[config.mk]
export PLATFORM = sky130hd
export DESIGN_NAME = uft_frame_hub
export DESIGN_NICKNAME = d
export VERILOG_FILES = /design/src/rtl/uft_pkg.sv /design/src/rtl/uft_frame_hub.sv
export SDC_FILE = /design/constraint.sdc
export NUM_CORES = 1
export LEC_CHECK = 0
export CAP_MARGIN = 20
export CORE_MARGIN = 2
export CORE_UTILIZATION = 40
export DETAILED_ROUTE_END_ITERATION = 16
export DONT_BUFFER_PORTS = 1
export GPL_ROUTABILITY_DRIVEN = 0
export PLACE_DENSITY = 0.66
export REMOVE_ABC_BUFFERS = 1
export SLEW_MARGIN = 20
export SYNTH_ARGS = -nofsm -noshare
export SYNTH_HDL_FRONTEND = slang
export SYNTH_SLANG_ARGS = --single-unit
[constraint.sdc]
create_clock -name clk_in -period 4.1 [get_ports clk_in]
set_input_delay 0.615 -clock clk_in [delete_from_list [all_inputs] [get_ports clk_in]]
set_output_delay 0.615 -clock clk_in [all_outputs]
set_load 0.05 [all_outputs]
[src/rtl/uft_pkg.sv]
// Package with register map, field layout and reset values of the frame timing and root hub block.
package uft_pkg;

	// Register byte offsets on the AHB-Lite port.
	localparam logic [7:0] OFS_INTERVAL   = 8'h00;
	localparam logic [7:0] OFS_TIME_LEFT  = 8'h04;
	localparam logic [7:0] OFS_FRAME_CNT  = 8'h08;
	localparam logic [7:0] OFS_PERIODIC   = 8'h0c;
	localparam logic [7:0] OFS_SLOW_LIMIT = 8'h10;
	localparam logic [7:0] OFS_DESC_A     = 8'h14;
	localparam logic [7:0] OFS_DESC_B     = 8'h18;
	localparam logic [7:0] OFS_HUB_STATE  = 8'h1c;

	// Field positions.
	localparam int TOGGLE_BIT   = 31;
	localparam int POWER_WAIT_LO = 24;
	localparam int NO_OC_BIT    = 12;
	localparam int OC_MODE_BIT  = 11;
	localparam int COMPOUND_BIT = 10;
	localparam int NO_PSW_BIT   = 9;
	localparam int PORT_MODE_BIT = 8;
	localparam int WAKE_CLR_BIT = 31;
	localparam int OC_CHG_BIT   = 17;
	localparam int PWR_SET_BIT  = 16;
	localparam int WAKE_EN_BIT  = 15;
	localparam int OC_FLAG_BIT  = 1;

	// Reset values and fixed values.
	localparam logic [13:0] INTERVAL_RST   = 14'h2edf;
	localparam logic [13:0] SLOW_LIMIT_RST = 14'h0628;
	localparam logic [13:0] PERIODIC_RST   = 14'h0000;
	localparam logic [7:0]  POWER_WAIT_RST = 8'h0a;
	localparam logic [7:0]  PORT_COUNT     = 8'h03;
	localparam logic [3:0]  PORT_BITS_MASK = 4'he;

	// Timebase: the 12 MHz bit tick is made by phase accumulation from the 25 MHz clock.
	localparam int unsigned CLK_HZ  = 25000000;
	localparam int unsigned TICK_HZ = 12000000;
	localparam logic [24:0] TICK_INC = 25'(TICK_HZ / 1000);
	localparam logic [24:0] TICK_MOD = 25'(CLK_HZ / 1000);

	localparam logic [1:0] HTRANS_NONSEQ = 2'h2;

	typedef enum logic [2:0] {
		UFT_RUN     = 3'b001,
		UFT_SUSPEND = 3'b010,
		UFT_RESUME  = 3'b100
	} uft_hub_t;

endpackage

[src/rtl/uft_frame_hub.sv]
// Frame timebase, frame counter, scheduling limits and root hub registers behind AHB-Lite.
// Function
// - reload copies interval toggle into left toggle
// - 14-bit bit-time countdown reloaded each frame
// - 16-bit frame count increments on reload, wraps
// - after increment publish count, flag start-of-frame
// - periodic_start marks periodic priority point, resets 0
// - low-speed start only while count above cutoff
// - power_on_wait 8-bit, reset 0xA, inert
// - no_overcurrent_inputs resets one, overcurrent_mode inert
// - compound_flag always reads zero
// - no_power_switch resets one, per_port_power_mode zero
// - port_count always reads three
// - port_power_mask ports 1-3, others reserved
// - device_fixed_bits ports 1-3, reset zero
// - wake_enable_clear write one clears wake enable
// - wake enable lets connect change resume suspend
// - global_power_set powers ports per mode and mask
// - overcurrent_change set on flag change, W1C
// - overcurrent_flag always reads zero
// - interval_length reset 0x2EDF, toggle with changes
//
// Our own choices: the placing of the registers and the AHB-Lite interface to the registers.
`timescale 1ns/100ps

module uft_frame_hub
	import uft_pkg::*;
(
	// Clock and reset.
	input  wire logic        clk_in,
	input  wire logic        sys_rst_in,
	// AHB-Lite slave.
	input  wire logic        hsel_in,
	input  wire logic [31:0] haddr_in,
	input  wire logic [1:0]  htrans_in,
	input  wire logic        hwrite_in,
	input  wire logic [2:0]  hsize_in,
	input  wire logic [31:0] hwdata_in,
	input  wire logic        hready_in,
	output logic      [31:0] hrdata_out,
	output logic             hreadyout_out,
	output logic             hresp_out,
	// Frame events toward the list processor and shared memory writer.
	output logic             frame_start_out,
	output logic      [15:0] frame_count_out,
	output logic             periodic_first_out,
	output logic             slow_start_ok_out,
	// Root hub events.
	input  wire logic        connect_change_in,
	input  wire logic        suspend_req_in,
	input  wire logic        resume_done_in,
	output logic             resume_seen_out,
	output logic             suspended_out,
	output logic      [2:0]  port_power_out
);
	import uft_pkg::*;

	logic [13:0] interval_length;
	logic        interval_toggle;
	logic [13:0] bit_times_left;
	logic        left_count_toggle;
	logic [15:0] frame_count;
	logic [13:0] periodic_start;
	logic [13:0] slow_packet_cutoff;
	logic [7:0]  power_on_wait;
	logic        no_overcurrent_inputs;
	logic        overcurrent_mode;
	logic        no_power_switch;
	logic        per_port_power_mode;
	logic [3:0]  port_power_mask;
	logic [3:0]  device_fixed_bits;
	logic        remote_wake_enable;
	logic        overcurrent_change;
	logic        overcurrent_flag;
	logic        overcurrent_flag_q;
	logic [24:0] tick_acc;
	logic        bit_tick;
	logic        wr_pend;
	logic [7:0]  wr_addr;
	logic        wr_en;
	uft_hub_t    hub_state;

	function automatic logic hit(input logic [7:0] a, input logic [7:0] ofs);
		hit = (a == ofs);
	endfunction

	// The global flag has no input pin on this part.
	// flag tied low
	assign overcurrent_flag = 1'b0;

	// Bus: zero wait states, every access answers OKAY.
	assign hreadyout_out = 1'b1;
	assign hresp_out     = 1'b0;
	assign wr_en         = wr_pend;

	always_ff @(posedge clk_in)
	begin
		if (sys_rst_in)
		begin
			wr_pend <= 1'b0;
			wr_addr <= 8'h00;
		end
		else if (hready_in)
		begin
			wr_pend <= hsel_in && htrans_in[1] && hwrite_in;
			wr_addr <= haddr_in[7:0];
		end
	end

	// Read data is registered during the address phase so it stands in the data phase.
	always_ff @(posedge clk_in)
	begin
		if (sys_rst_in)
			hrdata_out <= 32'h0;
		else if (hready_in && hsel_in && htrans_in[1] && !hwrite_in)
		begin
			if (hit(haddr_in[7:0], OFS_INTERVAL))
				hrdata_out <= {interval_toggle, 17'h0, interval_length};
			else if (hit(haddr_in[7:0], OFS_TIME_LEFT))
				hrdata_out <= {left_count_toggle, 17'h0, bit_times_left};
			else if (hit(haddr_in[7:0], OFS_FRAME_CNT))
				hrdata_out <= {16'h0, frame_count};
			else if (hit(haddr_in[7:0], OFS_PERIODIC))
				hrdata_out <= {18'h0, periodic_start};
			else if (hit(haddr_in[7:0], OFS_SLOW_LIMIT))
				hrdata_out <= {18'h0, slow_packet_cutoff};
			else if (hit(haddr_in[7:0], OFS_DESC_A))
				hrdata_out <= {power_on_wait, 11'h0, no_overcurrent_inputs, overcurrent_mode,
					1'b0, no_power_switch, per_port_power_mode, PORT_COUNT};
			else if (hit(haddr_in[7:0], OFS_DESC_B))
				hrdata_out <= {12'h0, port_power_mask, 12'h0, device_fixed_bits};
			else if (hit(haddr_in[7:0], OFS_HUB_STATE))
				hrdata_out <= {14'h0, overcurrent_change, 1'b0, remote_wake_enable, 13'h0,
					overcurrent_flag, 1'b0};
			else
				hrdata_out <= 32'h0;
		end
	end

	always_ff @(posedge clk_in)
	begin
		if (sys_rst_in)
		begin
			interval_length <= INTERVAL_RST;
			interval_toggle <= 1'b0;
		end
		else if (wr_en && hit(wr_addr, OFS_INTERVAL))
		begin
			interval_length <= hwdata_in[13:0];
			interval_toggle <= hwdata_in[TOGGLE_BIT];
		end
	end

	// A 12/25 phase accumulator gives the average full-speed bit rate without a second clock.
	always_ff @(posedge clk_in)
	begin
		if (sys_rst_in)
		begin
			tick_acc <= 25'h0;
			bit_tick <= 1'b0;
		end
		else if (tick_acc + TICK_INC >= TICK_MOD)
		begin
			tick_acc <= tick_acc + TICK_INC - TICK_MOD;
			bit_tick <= 1'b1;
		end
		else
		begin
			tick_acc <= tick_acc + TICK_INC;
			bit_tick <= 1'b0;
		end
	end

	always_ff @(posedge clk_in)
	begin
		if (sys_rst_in)
		begin
			bit_times_left    <= 14'h0;
			left_count_toggle <= 1'b0;
		end
		else if (bit_tick)
		begin
			if (bit_times_left == 14'h0)
			begin
				bit_times_left    <= interval_length;
				left_count_toggle <= interval_toggle;
			end
			else
				bit_times_left <= bit_times_left - 14'h1;
		end
	end

	always_ff @(posedge clk_in)
	begin
		if (sys_rst_in)
			frame_count <= 16'h0;
		else if (bit_tick && bit_times_left == 14'h0)
			frame_count <= frame_count + 16'h1;
	end

	// start of frame after increment, with new count published
	always_ff @(posedge clk_in)
	begin
		if (sys_rst_in)
			frame_start_out <= 1'b0;
		else
			frame_start_out <= bit_tick && bit_times_left == 14'h0;
	end
	assign frame_count_out = frame_count;

	always_ff @(posedge clk_in)
	begin
		if (sys_rst_in)
		begin
			periodic_start     <= PERIODIC_RST;
			slow_packet_cutoff <= SLOW_LIMIT_RST;
		end
		else if (wr_en && hit(wr_addr, OFS_PERIODIC))
			periodic_start <= hwdata_in[13:0];
		else if (wr_en && hit(wr_addr, OFS_SLOW_LIMIT))
			slow_packet_cutoff <= hwdata_in[13:0];
	end

	// Count runs down, so periodic leads once it falls to periodic_start.
	always_ff @(posedge clk_in)
	begin
		if (sys_rst_in)
		begin
			periodic_first_out <= 1'b0;
			slow_start_ok_out  <= 1'b0;
		end
		else
		begin
			periodic_first_out <= bit_times_left <= periodic_start;
			slow_start_ok_out  <= bit_times_left > slow_packet_cutoff;
		end
	end

	always_ff @(posedge clk_in)
	begin
		if (sys_rst_in)
		begin
			power_on_wait         <= POWER_WAIT_RST;
			no_overcurrent_inputs <= 1'b1;
			overcurrent_mode      <= 1'b0;
			no_power_switch       <= 1'b1;
			per_port_power_mode   <= 1'b0;
		end
		else if (wr_en && hit(wr_addr, OFS_DESC_A))
		begin
			power_on_wait         <= hwdata_in[31:POWER_WAIT_LO];
			no_overcurrent_inputs <= hwdata_in[NO_OC_BIT];
			overcurrent_mode      <= hwdata_in[OC_MODE_BIT];
			no_power_switch       <= hwdata_in[NO_PSW_BIT];
			per_port_power_mode   <= hwdata_in[PORT_MODE_BIT];
		end
	end

	always_ff @(posedge clk_in)
	begin
		if (sys_rst_in)
		begin
			port_power_mask   <= 4'h0;
			device_fixed_bits <= 4'h0;
		end
		else if (wr_en && hit(wr_addr, OFS_DESC_B))
		begin
			port_power_mask   <= hwdata_in[19:16] & PORT_BITS_MASK;
			device_fixed_bits <= hwdata_in[3:0] & PORT_BITS_MASK;
		end
	end

	always_ff @(posedge clk_in)
	begin
		if (sys_rst_in)
			remote_wake_enable <= 1'b0;
		else if (wr_en && hit(wr_addr, OFS_HUB_STATE) && hwdata_in[WAKE_CLR_BIT])
			remote_wake_enable <= 1'b0;
		else if (wr_en && hit(wr_addr, OFS_HUB_STATE) && hwdata_in[WAKE_EN_BIT])
			remote_wake_enable <= 1'b1;
	end

	// change flag, set wins over clear
	always_ff @(posedge clk_in)
	begin
		if (sys_rst_in)
		begin
			overcurrent_flag_q <= 1'b0;
			overcurrent_change <= 1'b0;
		end
		else
		begin
			overcurrent_flag_q <= overcurrent_flag;
			if (overcurrent_flag != overcurrent_flag_q)
				overcurrent_change <= 1'b1;
			else if (wr_en && hit(wr_addr, OFS_HUB_STATE) && hwdata_in[OC_CHG_BIT])
				overcurrent_change <= 1'b0;
		end
	end

	// global power set per mode and mask
	always_ff @(posedge clk_in)
	begin
		if (sys_rst_in)
			port_power_out <= 3'h0;
		else if (wr_en && hit(wr_addr, OFS_HUB_STATE) && hwdata_in[PWR_SET_BIT])
		begin
			if (!per_port_power_mode)
				port_power_out <= 3'h7;
			else
				port_power_out <= port_power_out | ~port_power_mask[3:1];
		end
	end

	always_ff @(posedge clk_in)
	begin
		if (sys_rst_in)
		begin
			hub_state       <= UFT_RUN;
			resume_seen_out <= 1'b0;
		end
		else
		begin
			resume_seen_out <= 1'b0;
			case (hub_state)
				UFT_RUN:
					if (suspend_req_in)
						hub_state <= UFT_SUSPEND;
				UFT_SUSPEND:
					if (connect_change_in && remote_wake_enable)
					begin
						hub_state       <= UFT_RESUME;
						resume_seen_out <= 1'b1;
					end
				UFT_RESUME:
					if (resume_done_in)
						hub_state <= UFT_RUN;
				default:
					hub_state <= UFT_RUN;
			endcase
		end
	end
	assign suspended_out = (hub_state != UFT_RUN);

	slow_gate_a: assert property (@(posedge clk_in) disable iff (sys_rst_in)
		slow_start_ok_out |-> $past(bit_times_left) > $past(slow_packet_cutoff))
		else $error("low-speed start allowed at or below cutoff");
	count_step_a: assert property (@(posedge clk_in) disable iff (sys_rst_in)
		frame_start_out |-> frame_count == $past(frame_count) + 16'h1)
		else $error("frame count did not step at frame start");
	reload_val_a: assert property (@(posedge clk_in) disable iff (sys_rst_in)
		frame_start_out |-> bit_times_left == $past(interval_length))
		else $error("countdown not reloaded from interval");
	toggle_copy_a: assert property (@(posedge clk_in) disable iff (sys_rst_in)
		frame_start_out |-> left_count_toggle == $past(interval_toggle))
		else $error("left toggle not copied on reload");
	wake_gate_a: assert property (@(posedge clk_in) disable iff (sys_rst_in)
		resume_seen_out |-> $past(remote_wake_enable) && hub_state == UFT_RESUME)
		else $error("resume without wake enable");
	// count drops by one on each tick while above zero
	count_down_a: assert property (@(posedge clk_in) disable iff (sys_rst_in)
		$past(bit_tick) && $past(bit_times_left) != 14'h0 |-> bit_times_left == $past(bit_times_left) - 14'h1)
		else $error("countdown did not decrement");
	wake_clear_a: assert property (@(posedge clk_in) disable iff (sys_rst_in)
		wr_en && hit(wr_addr, OFS_HUB_STATE) && hwdata_in[WAKE_CLR_BIT] |=> !remote_wake_enable)
		else $error("wake enable not cleared");
	power_all_a: assert property (@(posedge clk_in) disable iff (sys_rst_in)
		wr_en && hit(wr_addr, OFS_HUB_STATE) && hwdata_in[PWR_SET_BIT] && !per_port_power_mode
		|=> port_power_out == 3'h7)
		else $error("global power set missed ports");

endmodule

==> flow_summary.ini <==
[clocking]
cts_max_level = 4
cts_tree = done
cts_resized = 0
cts_root_buf = clkbuf_16
clk_latency_ns = 0.43
cts_hold_buffers = 0
cts_buffers = 17
clk_transition_reported_paths_ns = 0.06
post_cts_buffers = 0
clock_sinks = 162
clockBufferDepth = 2

[power]
vdd_ir_drop_max_mv = 0.392
p_leak_nw = 3.43
power.density_nw_per_um2 = 641
power.total_w = 0.00604

[timing]
fmax_mhz = 304
setup_ws_ns = 0.807
tightestPinTransition_ns = 0.985
final_hold_viol_count = 0
setup_viol = 0
max_slew_margin_pct = 34.3
rsz0062_at_grt = no
skew_ns = 0.0112
layout_min_cycle_time_ns = 3.29
period_share_pct = 80.3
fin_setup_tns_ns = 0
drv_slew = 0

[worst_setup_path]
crit_path_max_fanout = 17
end_kind = register
startpoint_type = register
worstSetupPathType = register to register
crit_required_ns = 4.41
arrival_ns = 3.61
reg2regPathDepth = 10
reg2reg_slack_ns = 0.81

[synth]
synthAdderAreaFrac_pct = 4.89
yosys-top-cells-area = dfxtp_1 (37%), mux2i_1 (6.6%), nor2_1 (6.0%)
synth_compound_area_share_pct = 18.0
synth_area_per_cell_um2 = 8.26
synth-simple-area-share_pct = 22.4
synth_xor_area_share_pct = 4.71
synth_top_area_share_pct = 37.3
postSynth.asyncResetShare_pct = 0
synth_ff_type = dfxtp_1
synth_area_um2 = 8690
synth-edff-count = 0
synthMuxAreaShare_pct = 7.08
ys_seq_area_share_pct = 37.3
synth-warning-count = 0
synth_top_family_by_area = simple AND/OR/NAND/NOR gates
yosysTopAreaCell = dfxtp_1
syn_inst = 1052
ys_types = 86
yosys_register_bits = 162

[layout]
drive_gt1_share_pct = 7.06
utilization_pct = 44.6
nNetsFinal = 1132
syn_to_final_growth_pct = 8.48
n_antenna_cell = 0

[min_path]
whs_path_depth = 1
worstHoldPathType = input port to register

[global_routing]
grtUsageTotal_pct = 20.6
antenna_found_initial = 0
grt_pass1_vias = 6798
grt_pass1_wl_mm = 36.7
grt_max_degree = 144
overflow = 0

[die]
placeableCoreArea_um2 = 21200
die_area_um2 = 22900
die_y_um = 151
std_cell_rows = 53
fp.dieW_um = 151
io_pins = 135
start_util_pct = 41.1

[placement]
pre_cts_ws_ns = 0.819
io_buffers = 0
dpl.hpwl_mm = 16.5

[route]
antenna_left = 0
vias = 7397
wl_per_cell_um = 18.0
first_pass_iters = 7
viasPerCell = 5.65
routed_wl_mm = 23.6
drc = 0
dr.first_iter.drc_count = 664

[status]
status = complete, no violations

[run]
cap_violations = 0
-- cells by family after synthesis --
kind of cell	after synthesis
XOR/XNOR	45
other	2
adder cells (fa/ha/maj)	34
AO/OA/AOI/OAI	228
multiplexers	61
flip-flops	162
buffers and inverters	112
AND/OR/NAND/NOR	408
-- power breakdown --
| group | switching [W] | internal (W) | total, W | leakage (nW) |
|---|---|---|---|---|
| combinational | 0.00131 | 0.00102 | 0.00232 | 1.83 |
| clock | 0.000683 | 0.000881 | 0.00156 | 0.276 |
| sequential | 0.000396 | 0.00176 | 0.00215 | 1.32 |
| total | 0.00239 | 0.00365 | 0.00604 | 3.43 |
-- layout by cell type, fill, tap and decap left out, types with 5 or more instances in the layout --
master / Yosys / final
a211oi_1: 11 / 11
a21o_1: 9 / 9
a21oi_1: 63 / 63
a221oi_1: 8 / 8
a22oi_1: 18 / 18
and3_1: 7 / 7
buf_4: 8 / 12
clkbuf_16: 0 / 17
conb_1: 2 / 7
dfxtp_1: 162 / 162
ha_1: 34 / 34
inv_1: 45 / 45
mux2i_1: 57 / 57
nand2_1: 117 / 117
nand2b_1: 13 / 13
nand3_1: 27 / 27
nand4_1: 13 / 13
nor2_1: 138 / 138
nor2b_1: 13 / 13
nor3_1: 30 / 28
nor3b_1: 5 / 5
nor4_1: 7 / 7
o211ai_1: 13 / 13
o211ai_2: 5 / 5
o21a_1: 5 / 5
o21ai_0: 41 / 41
o21ai_1: 5 / 5
o22ai_1: 7 / 7
or3_1: 10 / 10
xnor2_1: 26 / 26
xor2_1: 17 / 17
-- stage by stage --
stage	hold slack (ns)	instances	instance area, um2
final	0.255	1309	9430
after global placement	0.438	1277	8850
after CTS	0.248	1309	9430
after floorplan	0.430	990	8400
after global routing	0.241	1309	9430
after detailed placement	0.443	1277	8850
-- worst paths after layout --
| path | start | endpoint |
|---|---|---|
| hold / removal | sys_rst_in | wr_en |
| hold reg to reg | left_count_toggle | left_count_toggle |
| setup / recovery | tick_acc[5] | tick_acc[8] |
| setup reg to reg | tick_acc[5] | tick_acc[8] |
-- synthesized netlist by cell type, types with 6 or more instances --
master    number
dfxtp_1      162
nor2_1       138
nand2_1      117
a21oi_1       63
mux2i_1       57
inv_1         45
clkbuf_1      44
o21ai_0       41
ha_1          34
nor3_1        30
nand3_1       27
xnor2_1       26
a22oi_1       18
xor2_1        17
nand2b_1      13
nand4_1       13
nor2b_1       13
o211ai_1      13
a211oi_1      11
or3_1         10
a21o_1         9
a221oi_1       8
buf_4          8
and3_1         7
nor4_1         7
o22ai_1        7
buf_2          6
-- sequential cells by signal, indices dropped and copies added, names as in the netlist, 8 cells and up --
name                flops
slow_packet_cutoff     14
periodic_start         14
frame_count_out        16
power_on_wait           8
bit_times_left         14
interval_length        14
tick_acc               22
wr_addr                 8
hrdata_out             27
-- critical path, cell delays in order (launching register included) --
cell and delay (ns):
dfxtp_1 0.50, inv_1 0.16, ha_1 0.29, nand2b_1 0.32, a21oi_2 0.17, o21ai_0 0.35
o2111a_2 0.36, nand4_4 0.33, o21ai_1 0.29, a211oi_2 0.10, mux2_1 0.31
-- area by class of cell --
| cell class | count | area (um2) |
|---|---|---|
| Clock buffer | 20 | 457 |
| Timing Repair Buffer | 12 | 90.1 |
| Inverter | 45 | 169 |
| Multi-Input combinational cell | 783 | 5000 |
| Fill cell | 2068 | 11700 |
| Tap cell | 275 | 344 |
| Sequential cell | 162 | 3240 |
| Clock inverter | 12 | 121 |
-- layer usage --
layer / share of wire, % / global-route usage (%)
met2: 47 / 33.7
met3: 8.2 / 6.42
met5: 0 / 0
met4: 1.6 / 5.47
met1: 43 / 26.3
Note: power is estimated with default switching activity, not from simulation.
